[src/core/backlight_regs.vh]
// Register offsets, field positions, reset values and timing counts.
`ifndef BACKLIGHT_REGS_VH
`define BACKLIGHT_REGS_VH

`define ADDR_BRIGHTNESS     8'h00
`define ADDR_DEVICE_CONTROL 8'h01
`define ADDR_FAULT_FLAGS    8'h02
`define ADDR_IDENTIFICATION 8'h03
`define ADDR_OUTPUT_FORCE   8'h04
`define ADDR_TEMP_HIGH      8'h05
`define ADDR_TEMP_LOW       8'h06

`define RST_DEVICE_CONTROL  8'h00
`define RST_OUTPUT_FORCE    8'h00
`define RST_BRIGHTNESS      8'h00

`define BIT_BACKLIGHT_ON    0
`define SRC_MSB             2
`define SRC_LSB             1
`define SRC_REGISTER        2'b10
`define SRC_PASS_THROUGH    2'b11

`define FLT_OPEN            7
`define FLT_SHORT           6
`define FLT_MULTI_CHANNEL   5
`define FLT_ONE_CHANNEL     4
`define FLT_ANY_LED         3
`define FLT_OVERCURRENT     2
`define FLT_THERMAL         1
`define FLT_UNDERVOLTAGE    0

`define TEMP_HIGH_MSB       10
`define TEMP_HIGH_LSB       3
`define TEMP_LOW_FIELD_MSB  7
`define TEMP_LOW_FIELD_LSB  5

`define BOOST_LOW_TIME_MS   50
`define CLK_FREQ_HZ         200000000
`define BOOST_LOW_CYCLES    (`BOOST_LOW_TIME_MS * (`CLK_FREQ_HZ / 1000))

`endif

[src/core/pin_sync.v]
// Two-flop synchroniser for a group of asynchronous pin inputs.
`timescale 1ns/1ps
module pin_sync #(
   parameter WIDTH = 1
) (
   input  wire             clk,
   input  wire             rstn,
   input  wire [WIDTH-1:0] async_in,
   output reg  [WIDTH-1:0] sync_out
);

   reg [WIDTH-1:0] stage1;

   always @(posedge clk) begin
      if (!rstn) begin
         stage1   <= {WIDTH{1'b0}};
         sync_out <= {WIDTH{1'b0}};
      end else begin
         stage1   <= async_in;
         sync_out <= stage1;
      end
   end

endmodule

[src/core/backlight_control_status_regs.v]
// Control and status registers of a four-channel LED backlight driver.
//
// Overview of operation
// - Fault bit 7 sets on an open LED output and reads 0 with no fault.
// - Fault bit 6 sets on a shorted LED output and reads 0 with no fault.
// - Fault bit 5 sets when two or more channels reported open or short.
// - Fault bit 4 sets when exactly one channel reported open or short.
// - Fault bit 3 is the OR of all individual LED fault conditions.
// - Fault flags stay set until a fault register read or enable pin low.
// - While any fault flag is set the open-drain fault pin is pulled low.
// - Boost output low over 50 ms sets overcurrent flag, disables boost.
// - Once the overcurrent flag is cleared the boost restarts by itself.
// - Over-temperature sets thermal flag, boost and LEDs off until cooled.
// - Undervoltage sets its flag, boost and LEDs off until supply recovers.
// - Each output force bit drives its LED at 100% duty, else normal PWM.
// - Temperature high read latches 11 bits and returns 10:3; read it first.
// - Temperature low returns the three latched LSBs in bits 7:5.
`timescale 1ns/1ps
`include "backlight_regs.vh"
module backlight_control_status_regs #(
   // The identification value is arbitrary.
   parameter [7:0]  ID_VALUE         = 8'h5A,
   parameter [31:0] BOOST_LOW_CYCLES = `BOOST_LOW_CYCLES
) (
   input  wire        clk,
   input  wire        rstn,
   input  wire        reg_wr,
   input  wire        reg_rd,
   input  wire [7:0]  reg_addr,
   input  wire [7:0]  reg_wdata,
   output reg  [7:0]  reg_rdata,
   input  wire        chip_enable_pin,
   input  wire        pwm_pin,
   input  wire [3:0]  pwm_pin_duty_out,
   input  wire [3:0]  brightness_pwm_out,
   input  wire [3:0]  led_open_det,
   input  wire [3:0]  led_short_det,
   input  wire        boost_output_low,
   input  wire        over_temp_hot,
   input  wire        over_temp_cooled,
   input  wire        supply_input_low,
   input  wire        supply_input_recovered,
   input  wire [10:0] temperature_raw,
   output reg  [7:0]  brightness_level,
   output reg  [1:0]  brightness_source_select,
   output reg         backlight_on,
   output reg  [3:0]  led_drive,
   output reg         boost_enable,
   output reg         fault_pin_out,
   output reg         fault_pin_oe_n
);

   // ---------------------------------------------------------------
   // Input synchronisers
   // ---------------------------------------------------------------
   // The enable, PWM and detector pins each pass two flops before use; temperature_raw and the two duty inputs are used directly.
   wire [14:0] pin_s;
   pin_sync #(
      .WIDTH (15)
   ) u_sync (
      .clk      (clk),
      .rstn     (rstn),
      .async_in ({chip_enable_pin, pwm_pin, led_open_det, led_short_det,
                  boost_output_low, over_temp_hot, over_temp_cooled,
                  supply_input_low, supply_input_recovered}),
      .sync_out (pin_s)
   );
   wire       en_s   = pin_s[14];
   wire       pwm_s  = pin_s[13];
   wire [3:0] open_s = pin_s[12:9];
   wire [3:0] shrt_s = pin_s[8:5];
   wire       blow_s = pin_s[4];
   wire       hot_s  = pin_s[3];
   wire       cool_s = pin_s[2];
   wire       uv_s   = pin_s[1];
   wire       uvok_s = pin_s[0];

   // ---------------------------------------------------------------
   // State
   // ---------------------------------------------------------------
   reg [7:0]  output_force_full;
   reg [7:0]  fault_flags;
   reg [3:0]  ch_fault;
   reg [10:0] temp_latch;
   reg [31:0] low_count;
   reg        thermal_hold;
   reg        uv_hold;

   wire rd_fault = reg_rd && (reg_addr == `ADDR_FAULT_FLAGS);
   wire clr_all  = rd_fault || !en_s;
   wire [3:0] ch_now  = open_s | shrt_s;
   wire [3:0] ch_seen = ch_fault | ch_now;
   // Distinct channels since the last clear are counted, so a fault that
   // moves from one channel to another still reads as two channels.
   wire [2:0] ch_count = {2'b00, ch_seen[0]} + {2'b00, ch_seen[1]} +
                         {2'b00, ch_seen[2]} + {2'b00, ch_seen[3]};
   wire multi = ch_count > 3'd1;
   wire boost_trip = blow_s && (low_count >= BOOST_LOW_CYCLES);

   reg [7:0] new_events;
   always @* begin
      new_events = 8'h00;
      new_events[`FLT_OPEN]          = |open_s;
      new_events[`FLT_SHORT]         = |shrt_s;
      new_events[`FLT_MULTI_CHANNEL] = |ch_now && multi;
      new_events[`FLT_ONE_CHANNEL]   = |ch_now && !multi;
      new_events[`FLT_ANY_LED]       = |ch_now;
      new_events[`FLT_OVERCURRENT]   = boost_trip;
      new_events[`FLT_THERMAL]       = hot_s;
      new_events[`FLT_UNDERVOLTAGE]  = uv_s;
   end

   // ---------------------------------------------------------------
   // Register writes and sticky flags
   // ---------------------------------------------------------------
   // New events win over a clear in the same cycle so none is lost.
   always @(posedge clk) begin
      if (!rstn) begin
         brightness_level         <= `RST_BRIGHTNESS;
         brightness_source_select <= 2'b00;
         backlight_on             <= 1'b0;
         output_force_full        <= `RST_OUTPUT_FORCE;
         fault_flags              <= 8'h00;
         ch_fault                 <= 4'h0;
         temp_latch               <= 11'h000;
         low_count                <= 32'h0000_0000;
         thermal_hold             <= 1'b0;
         uv_hold                  <= 1'b0;
      end else begin
         if (reg_wr) begin
            // Writes to any other offset are dropped.
            case (reg_addr)
               `ADDR_BRIGHTNESS: brightness_level <= reg_wdata;
               `ADDR_DEVICE_CONTROL: begin
                  brightness_source_select <=
                     reg_wdata[`SRC_MSB:`SRC_LSB];
                  backlight_on <= reg_wdata[`BIT_BACKLIGHT_ON];
               end
               `ADDR_OUTPUT_FORCE: output_force_full <= {4'h0, reg_wdata[3:0]};
               default: ;
            endcase
         end
         if (clr_all) begin
            fault_flags <= new_events;
            ch_fault    <= ch_now;
         end else begin
            fault_flags <= fault_flags | new_events;
            ch_fault    <= ch_seen;
         end
         // Counter saturates; it clears once the boost output recovers or boost_enable drops.
         if (!blow_s || !boost_enable)
            low_count <= 32'h0000_0000;
         else if (low_count < BOOST_LOW_CYCLES)
            low_count <= low_count + 32'h0000_0001;
         // The holds release only on their recovery inputs, never on a
         // fault read, so software cannot restart a hot or starved part.
         if (hot_s)
            thermal_hold <= 1'b1;
         else if (cool_s)
            thermal_hold <= 1'b0;
         if (uv_s)
            uv_hold <= 1'b1;
         else if (uvok_s)
            uv_hold <= 1'b0;
         if (reg_rd && reg_addr == `ADDR_TEMP_HIGH)
            temp_latch <= temperature_raw;
      end
   end

   // ---------------------------------------------------------------
   // Read data
   // ---------------------------------------------------------------
   always @(posedge clk) begin
      if (!rstn) begin
         reg_rdata <= 8'h00;
      end else if (reg_rd) begin
         case (reg_addr)
            `ADDR_BRIGHTNESS:     reg_rdata <= brightness_level;
            `ADDR_DEVICE_CONTROL: reg_rdata <= {5'b00000,
                                     brightness_source_select, backlight_on};
            `ADDR_FAULT_FLAGS:    reg_rdata <= fault_flags | new_events;
            `ADDR_IDENTIFICATION: reg_rdata <= ID_VALUE;
            `ADDR_OUTPUT_FORCE:   reg_rdata <= output_force_full;
            `ADDR_TEMP_HIGH:      reg_rdata <=
               temperature_raw[`TEMP_HIGH_MSB:`TEMP_HIGH_LSB];
            `ADDR_TEMP_LOW:       reg_rdata <=
               {temp_latch[2:0], 5'b00000};
            default:              reg_rdata <= 8'h00;
         endcase
      end
   end

   // ---------------------------------------------------------------
   // Output drive
   // ---------------------------------------------------------------
   reg [3:0] next_led;
   always @* begin
      case (brightness_source_select)
         `SRC_REGISTER:     next_led = brightness_pwm_out;
         `SRC_PASS_THROUGH: next_led = {4{pwm_s}};
         default:           next_led = pwm_pin_duty_out;
      endcase
      next_led = next_led | output_force_full[3:0];
      if (!backlight_on || thermal_hold || uv_hold)
         next_led = 4'h0;
   end

   always @(posedge clk) begin
      if (!rstn) begin
         led_drive      <= 4'h0;
         boost_enable   <= 1'b0;
         fault_pin_out  <= 1'b0;
         fault_pin_oe_n <= 1'b1;
      end else begin
         led_drive <= next_led;
         // Boost comes back once the overcurrent flag is gone.
         boost_enable <= backlight_on && !thermal_hold && !uv_hold &&
                         !fault_flags[`FLT_OVERCURRENT] && !boost_trip;
         fault_pin_out  <= 1'b0;
         fault_pin_oe_n <= ~|fault_flags;
      end
   end

endmodule

[config.mk]
export PLATFORM = sky130hd
export DESIGN_NAME = backlight_control_status_regs
export DESIGN_NICKNAME = d
export VERILOG_FILES = /design/src/core/pin_sync.v /design/src/core/backlight_control_status_regs.v
export VERILOG_INCLUDE_DIRS = /design/src /design/src/core
export SDC_FILE = /design/constraint.sdc
export NUM_CORES = 1
export LEC_CHECK = 0
export BUFFER_PORTS_ARGS = -buffer_cell sky130_fd_sc_hd__buf_2
export CORE_MARGIN = 10
export CORE_UTILIZATION = 49
export CTS_BUF_LIST = sky130_fd_sc_hd__clkbuf_8
export CTS_CLUSTER_SIZE = 16
export DETAILED_ROUTE_END_ITERATION = 8
export HOLD_SLACK_MARGIN = 0.06
export PLACE_DENSITY = 0.8
export SLEW_MARGIN = 20
export SYNTH_ARGS = -nofsm -noshare
export SYNTH_HDL_FRONTEND = slang
export SYNTH_SLANG_ARGS = --single-unit
export TNS_END_PERCENT = 30
[constraint.sdc]
create_clock -name clk -period 4 [get_ports clk]
set_clock_uncertainty 0.05 [all_clocks]
set_input_delay 0.6 -clock clk [delete_from_list [all_inputs] [get_ports clk]]
set_output_delay 0.6 -clock clk [all_outputs]
set_load 0.01 [all_outputs]
Word-level counts from Yosys, hierarchy flattened
Cells that the tools add are included.
{"block": "classes", "addsub": 4, "n_lt_le_gt_ge": 3, "n_eq_ne": 8, "muxes": 8, "bitwise_logic": 5, "n_reduce_logical": 35}
{"operator": "$pmux W8 S7", "n": 1}
{"operator": "$add A32 B1 Y32 const B", "n": 1}
{"operator": "$ge A32 B24 Y1 const B", "n": 1}
{"operator": "$lt A32 B24 Y1 const B", "n": 1}
{"operator": "$eq A8 B3 Y1 const B", "n": 3}
{"operator": "$eq A8 B2 Y1 const B", "n": 2}
{"operator": "$or A4 B4 Y4", "n": 3}
{"operator": "$reduce_or A4 Y1", "n": 3}
{"operator": "$logic_not A1 Y1", "n": 10}
{"operator": "$logic_and A1 B1 Y1", "n": 9}
{"operator": "$eq A8 B1 Y1 const B", "n": 1}
{"operator": "$logic_not A8 Y1", "n": 1}
{"operator": "$mux W8", "n": 1}
{"operator": "$or A8 B8 Y8", "n": 1}
{"operator": "$pmux W4 S2", "n": 1}
{"operator": "$reduce_or A8 Y1", "n": 1}
{"operator": "$reduce_and A2 Y1", "n": 3}
{"operator": "$eq A2 B2 Y1 const B", "n": 2}
{"operator": "$logic_or A1 B1 Y1", "n": 4}
{"operator": "$mux W1", "n": 4}
{"operator": "$mux W4", "n": 1}
{"operator": "$reduce_bool A2 Y1", "n": 2}
{"operator": "$reduce_or A2 Y1", "n": 2}
{"operator": "$add A2 B1 Y3", "n": 1}
{"operator": "other kinds (4)", "n": 4}
{"block": "word_totals", "regBits": 108, "in_bits": 54, "out_inout_bits": 26, "elab_cells": 79}

Depth between registers and ports, before layout
{"block": "logic_depth", "ltp_word": 10, "depth_mapped": 8, "mapped_depth_nobuf": 7}

Hierarchy
From an unflattened synthesis, not the netlist that was laid out.
{"block": "unflattened", "cells_unflattened": 492, "area_unflattened_um2": 4685.7}
{"mod": "backlight_control_status_regs", "n_inst": 1, "cells_each": 429, "area_each_um2": 3873.7, "seq_area_each_um2": 1561.5}
{"mod": "pin_sync", "n_inst": 1, "cells_each": 63, "area_each_um2": 812.0, "seq_area_each_um2": 600.6}

Worst setup path after synthesis
No wires, ideal clock.
{"block": "synth_timing", "path_type": "input to register", "from": "input port reg_addr[7]", "to": "register fault_flags[2]", "setup_time_ns": 0.118, "arrival_time_ns": 2.119, "t_required_ns": 3.832, "slack_ns": 1.713, "path_stages": 6, "path_buffers": 1, "cell_sequence": "or4_1 > nor4_4 > a21boi_1 > clkbuf_1 > a22oi_1 > nor2b_1"}
{"block": "synth_via", "elab_chain_cells": 4}
{"item": "start: declaration", "line": "backlight_control_status_regs.v:29", "rtl": "input wire [7:0] reg_addr,"}
{"item": "$eq A8 B2 Y1"}
{"item": "$logic_and A1 B1 Y1", "line": "backlight_control_status_regs.v:89", "rtl": "wire rd_fault = reg_rd && (reg_addr == `ADDR_FAULT_FLAGS);"}
{"item": "$logic_or A1 B1 Y1", "line": "backlight_control_status_regs.v:90", "rtl": "wire clr_all = rd_fault || !en_s;"}
{"item": "$mux W8", "line": "backlight_control_status_regs.v:143", "rtl": "if (clr_all) begin"}
{"item": "end signal: assignment", "line": "backlight_control_status_regs.v:144", "rtl": "fault_flags <= new_events;"}
{"item": "end signal: assignment", "line": "backlight_control_status_regs.v:147", "rtl": "fault_flags <= fault_flags | new_events;"}
{"item": "end: declaration", "line": "backlight_control_status_regs.v:82", "rtl": "reg [7:0] fault_flags;"}
Every way passes these cells.
A chain may end at the register's enable or synchronous reset.

Worst setup path in the final report
{"block": "layout_timing", "from": "register low_count[14]", "to": "register low_count[16]"}
{"block": "layout_via", "elab_chain_cells": 1, "elab_cells_between_ends": 2, "cone_classes": "add/sub: 1; order compare: 1"}
{"item": "start: declaration", "line": "backlight_control_status_regs.v:85", "rtl": "reg [31:0] low_count;"}
{"item": "start signal: assignment", "line": "backlight_control_status_regs.v:154", "rtl": "low_count <= low_count + 32'h0000_0001;"}
{"item": "$add A32 B1 Y32 / $lt A32 B24 Y1 (equally long branches)", "line": "backlight_control_status_regs.v:154, backlight_control_status_regs.v:153"}
Parallel ways exist; a longest one is shown, timed or not.

==> metrics.md <==
| Metric | Value |
|---|---|
| Status | finished, final reports clean |
| Initial Utilization | 0.509 |
| Power share of the combinational group | 0.062 |
| Synthesis-to-layout area growth | 14.6% |
| GR Overflow Total | 0 |
| Rows | 34 |
| Clock power share | 0.354 |
| Crit. End Element | flop |
| Post-synthesis cell type count | 51 |
| Slew at the pin closest to its max-slew limit | a little under 0.9 ns |
| Worst hold path class | primary input to flop |
| Routed wire per std cell | 15.2 um |
| Met2 usage | 0.244 |
| Fin area | ~5100 um2 |
| Vias in the first global route | 3620 |
| Post-synthesis sequential area ratio | 0.483 |
| Top cells by area, synth | dfxtp_1 (48%), mux2i_1 (5.8%), and2_1 (5.4%) |
| Reg power frac | 0.584 |
| Die Y | roughly 120 um |
| Layout cells sized above 1 | 0.191 |
| Worst-path cell with the longest stage delay | or4_1 |
| WL final | 9910 um |
| Top_reg_cell synth | dfxtp_1 |
| Crit path arrival time | 2.54 ns |
| Setup TNS | 0 ns |
| # hold bufs at CTS | 0 |
| Tcrit/Tclk final | 0.576 |
| Core Area | 8810 um2 |
| Global-route wire length before repair | 16700 um |
| Syn Std Cell Area | 4480 um2 |
| Yosys top cell area share | 0.483 |
| Post-CTS sizing | 0 |
| Die width | 116 um |
| Largest net degree at the start of global routing | 71 |
| Synthesis Warnings | 0 |
| CTS root buf | clkbuf_8 |
| Io pins | 80 |
| Final hold vios | 0 |
| Non-Filler Instances | between 600 and 700 |
| Worst path cell trace | nor4bb_1 > a211oi_1 > o211ai_4 > or4_1 > a21oi_1 |
| Post-synth EDFFs | 0 |
| Synth area leader | dfxtp_1 |
| VDD IR max | 0.000231 V |
| Count leader, synth | dfxtp_1 |
| Finish-stage setup viols | 0 |
| Global routing met3 resource utilization | 0.0496 |
| Clk Latency, worst-skew pair | 0.38 ns |
| Synth Register Bits | 108 |
| Asr flop ratio synth | 0 |
| Setup CP Type | flop to flop |
| Longest Clk Path Bufs | 2 |
| Maxcap violations | 0 |
| # diodes | 0 |
| Mapped Cells | roughly 470 |
| CP required | 4.23 ns |
| NetSw | 491 uW |
| Post-synth net total | around 530 |
| Port bufs | between 70 and 80 |
| Power Internal | 1410 uW |
| Total CTS buffers | 9 |
| Via/cell ratio | 5.59 |
| Pre-antenna DRT Iters | 5 |
| Min Hold Slack | 0.370 ns |
| Fin util | 0.583 |
| Max-slew violation count | 0 |
| Worst Reg2Reg Path Length in Cells | 5 |
| Fmax | between 400 and 500 MHz |
| Drc violations | 0 |
| CP startpoint kind | flop |
| Pwr Density | approximately 370 nW/um2 |
| Postcts setup bufs | 0 |
| Top cells by count, synth | dfxtp_1 (108), and2_1 (39), a21oi_1 (33) |
| Initial antenna violation count | 0 |
| GP Congestion | about 0.85 |
| Final net count | around 600 |
| CTS sink cnt | 108 |
| Crit path time final | 2.31 ns |
| Inst Count DP | 636 |
| Critical Path Max Stage Delay | 0.58 ns |
| Max_slew headroom | 0.402 |
| H-Tree Depth | 3 |
| Met1 Track Usage GR | 0.186 |
| CTS tree | built |
| GRT Total Usage | 0.151 |
| Placed Area | 4910 um2 |
| Hold Crit Depth | 2 |
| Routed via count | 3643 |
| Initial DRC count | 280 |
| RSZ-0062 raised after global routing | no |
| Syn avg cell area | 9.45 um2 |
| GRT Max-Usage Layer | met2 |
| DIE AREA | 13400 um2 |
| DP Wirelength | around 7300 um |
| Switching Share | 0.258 |
| Worst-path clk slew | 0.11 ns |
| CP Max Fanout | 33 |
| Antenna Nets Post-Route | 0 |
| Pleak | 0.00202 uW |
==> worst max-delay path: cells and delay by family, from the launching register on <==
family             cells  cell delay (ns)
DFF                    1             0.50
and+or+nand+nor        2             0.68
AOI/OAI and AO/OA      3             0.98
==> layout make-up <==
type	count	area [um2]
clock buffer	9	124
clock inverter	7	93.8
fill	747	3670
inverter	6	22.5
multi-input combinational	335	2200
sequential	108	2160
tap	108	135
timing repair buffer	79	398
==> state kept, by name, indices dropped and copies added, names as in the netlist, 2 cells and up <==
signal                    flops
output_force_full             4
ch_fault                      4
u_sync.stage1                15
fault_flags                   8
temp_latch                    3
reg_rdata                     8
u_sync.sync_out              15
brightness_source_select      2
low_count                    32
brightness_level              8
led_drive                     4
==> logic make-up after synthesis <==
| group | Yosys count | share of synthesized area |
|---|---|---|
| other | 1 | 0.000837 |
| DFF | 108 | 0.483 |
| buffers and inverters | 31 | 0.0282 |
| muxes | 29 | 0.0706 |
| adders and majority gates | 3 | 0.0101 |
| and+or+nand+nor | 204 | 0.268 |
| AOI/OAI and AO/OA | 97 | 0.137 |
| xor gates and xnor gates | 1 | 0.00196 |
==> worst paths after layout <==
path | start | end | slack [ns]
worst max register to register | low_count[14] | low_count[16] | 1.69
worst min register to register | u_sync.stage1[12] | u_sync.sync_out[12] | 0.40
worst min-delay path | led_open_det[1] | u_sync.stage1[10] | 0.37
worst max-delay path | low_count[14] | low_count[16] | 1.69
==> cells in the final DEF, fill, tap and decap left out, types with 20 or more instances in the layout <==
master | synthesis | routed
nand3_1 | 24 | 24
buf_2 | 4 | 78
nor2_1 | 21 | 21
and2_1 | 39 | 39
nor2b_1 | 31 | 31
a21oi_1 | 33 | 33
o21ai_0 | 20 | 20
nand2_1 | 23 | 23
mux2i_1 | 26 | 26
dfxtp_1 | 108 | 108
==> power by group through the flow <==
stage / clock network, uW / registers [uW] / logic [uW]
CTS: 700 / 1110 / 119
global route: 746 / 1110 / 133
global placement: 0 / 1140 / 114
detailed placement: 0 / 1140 / 119
finish: 674 / 1110 / 118
floorplan: 0 / 1130 / 72.5
==> through the flow <==
step / setup slack [ns] / power (uW)
2_1_floorplan: 1.71 / 1210
4_1_cts: 1.42 / 1930
6_report: 1.69 / 1900
5_1_grt: 1.42 / 1990
3_3_place_gp: 1.47 / 1250
3_5_place_dp: 1.42 / 1250
==> per-layer routing <==
layer | vias to the layer above | wire [um]
met5 | - | 0
met4 | 0 | 110
met3 | 13 | 630
met2 | 102 | 4770
met1 | 1697 | 4410
li1 | 1831 | -
No activity file was read; power rests on OpenSTA's default activity.
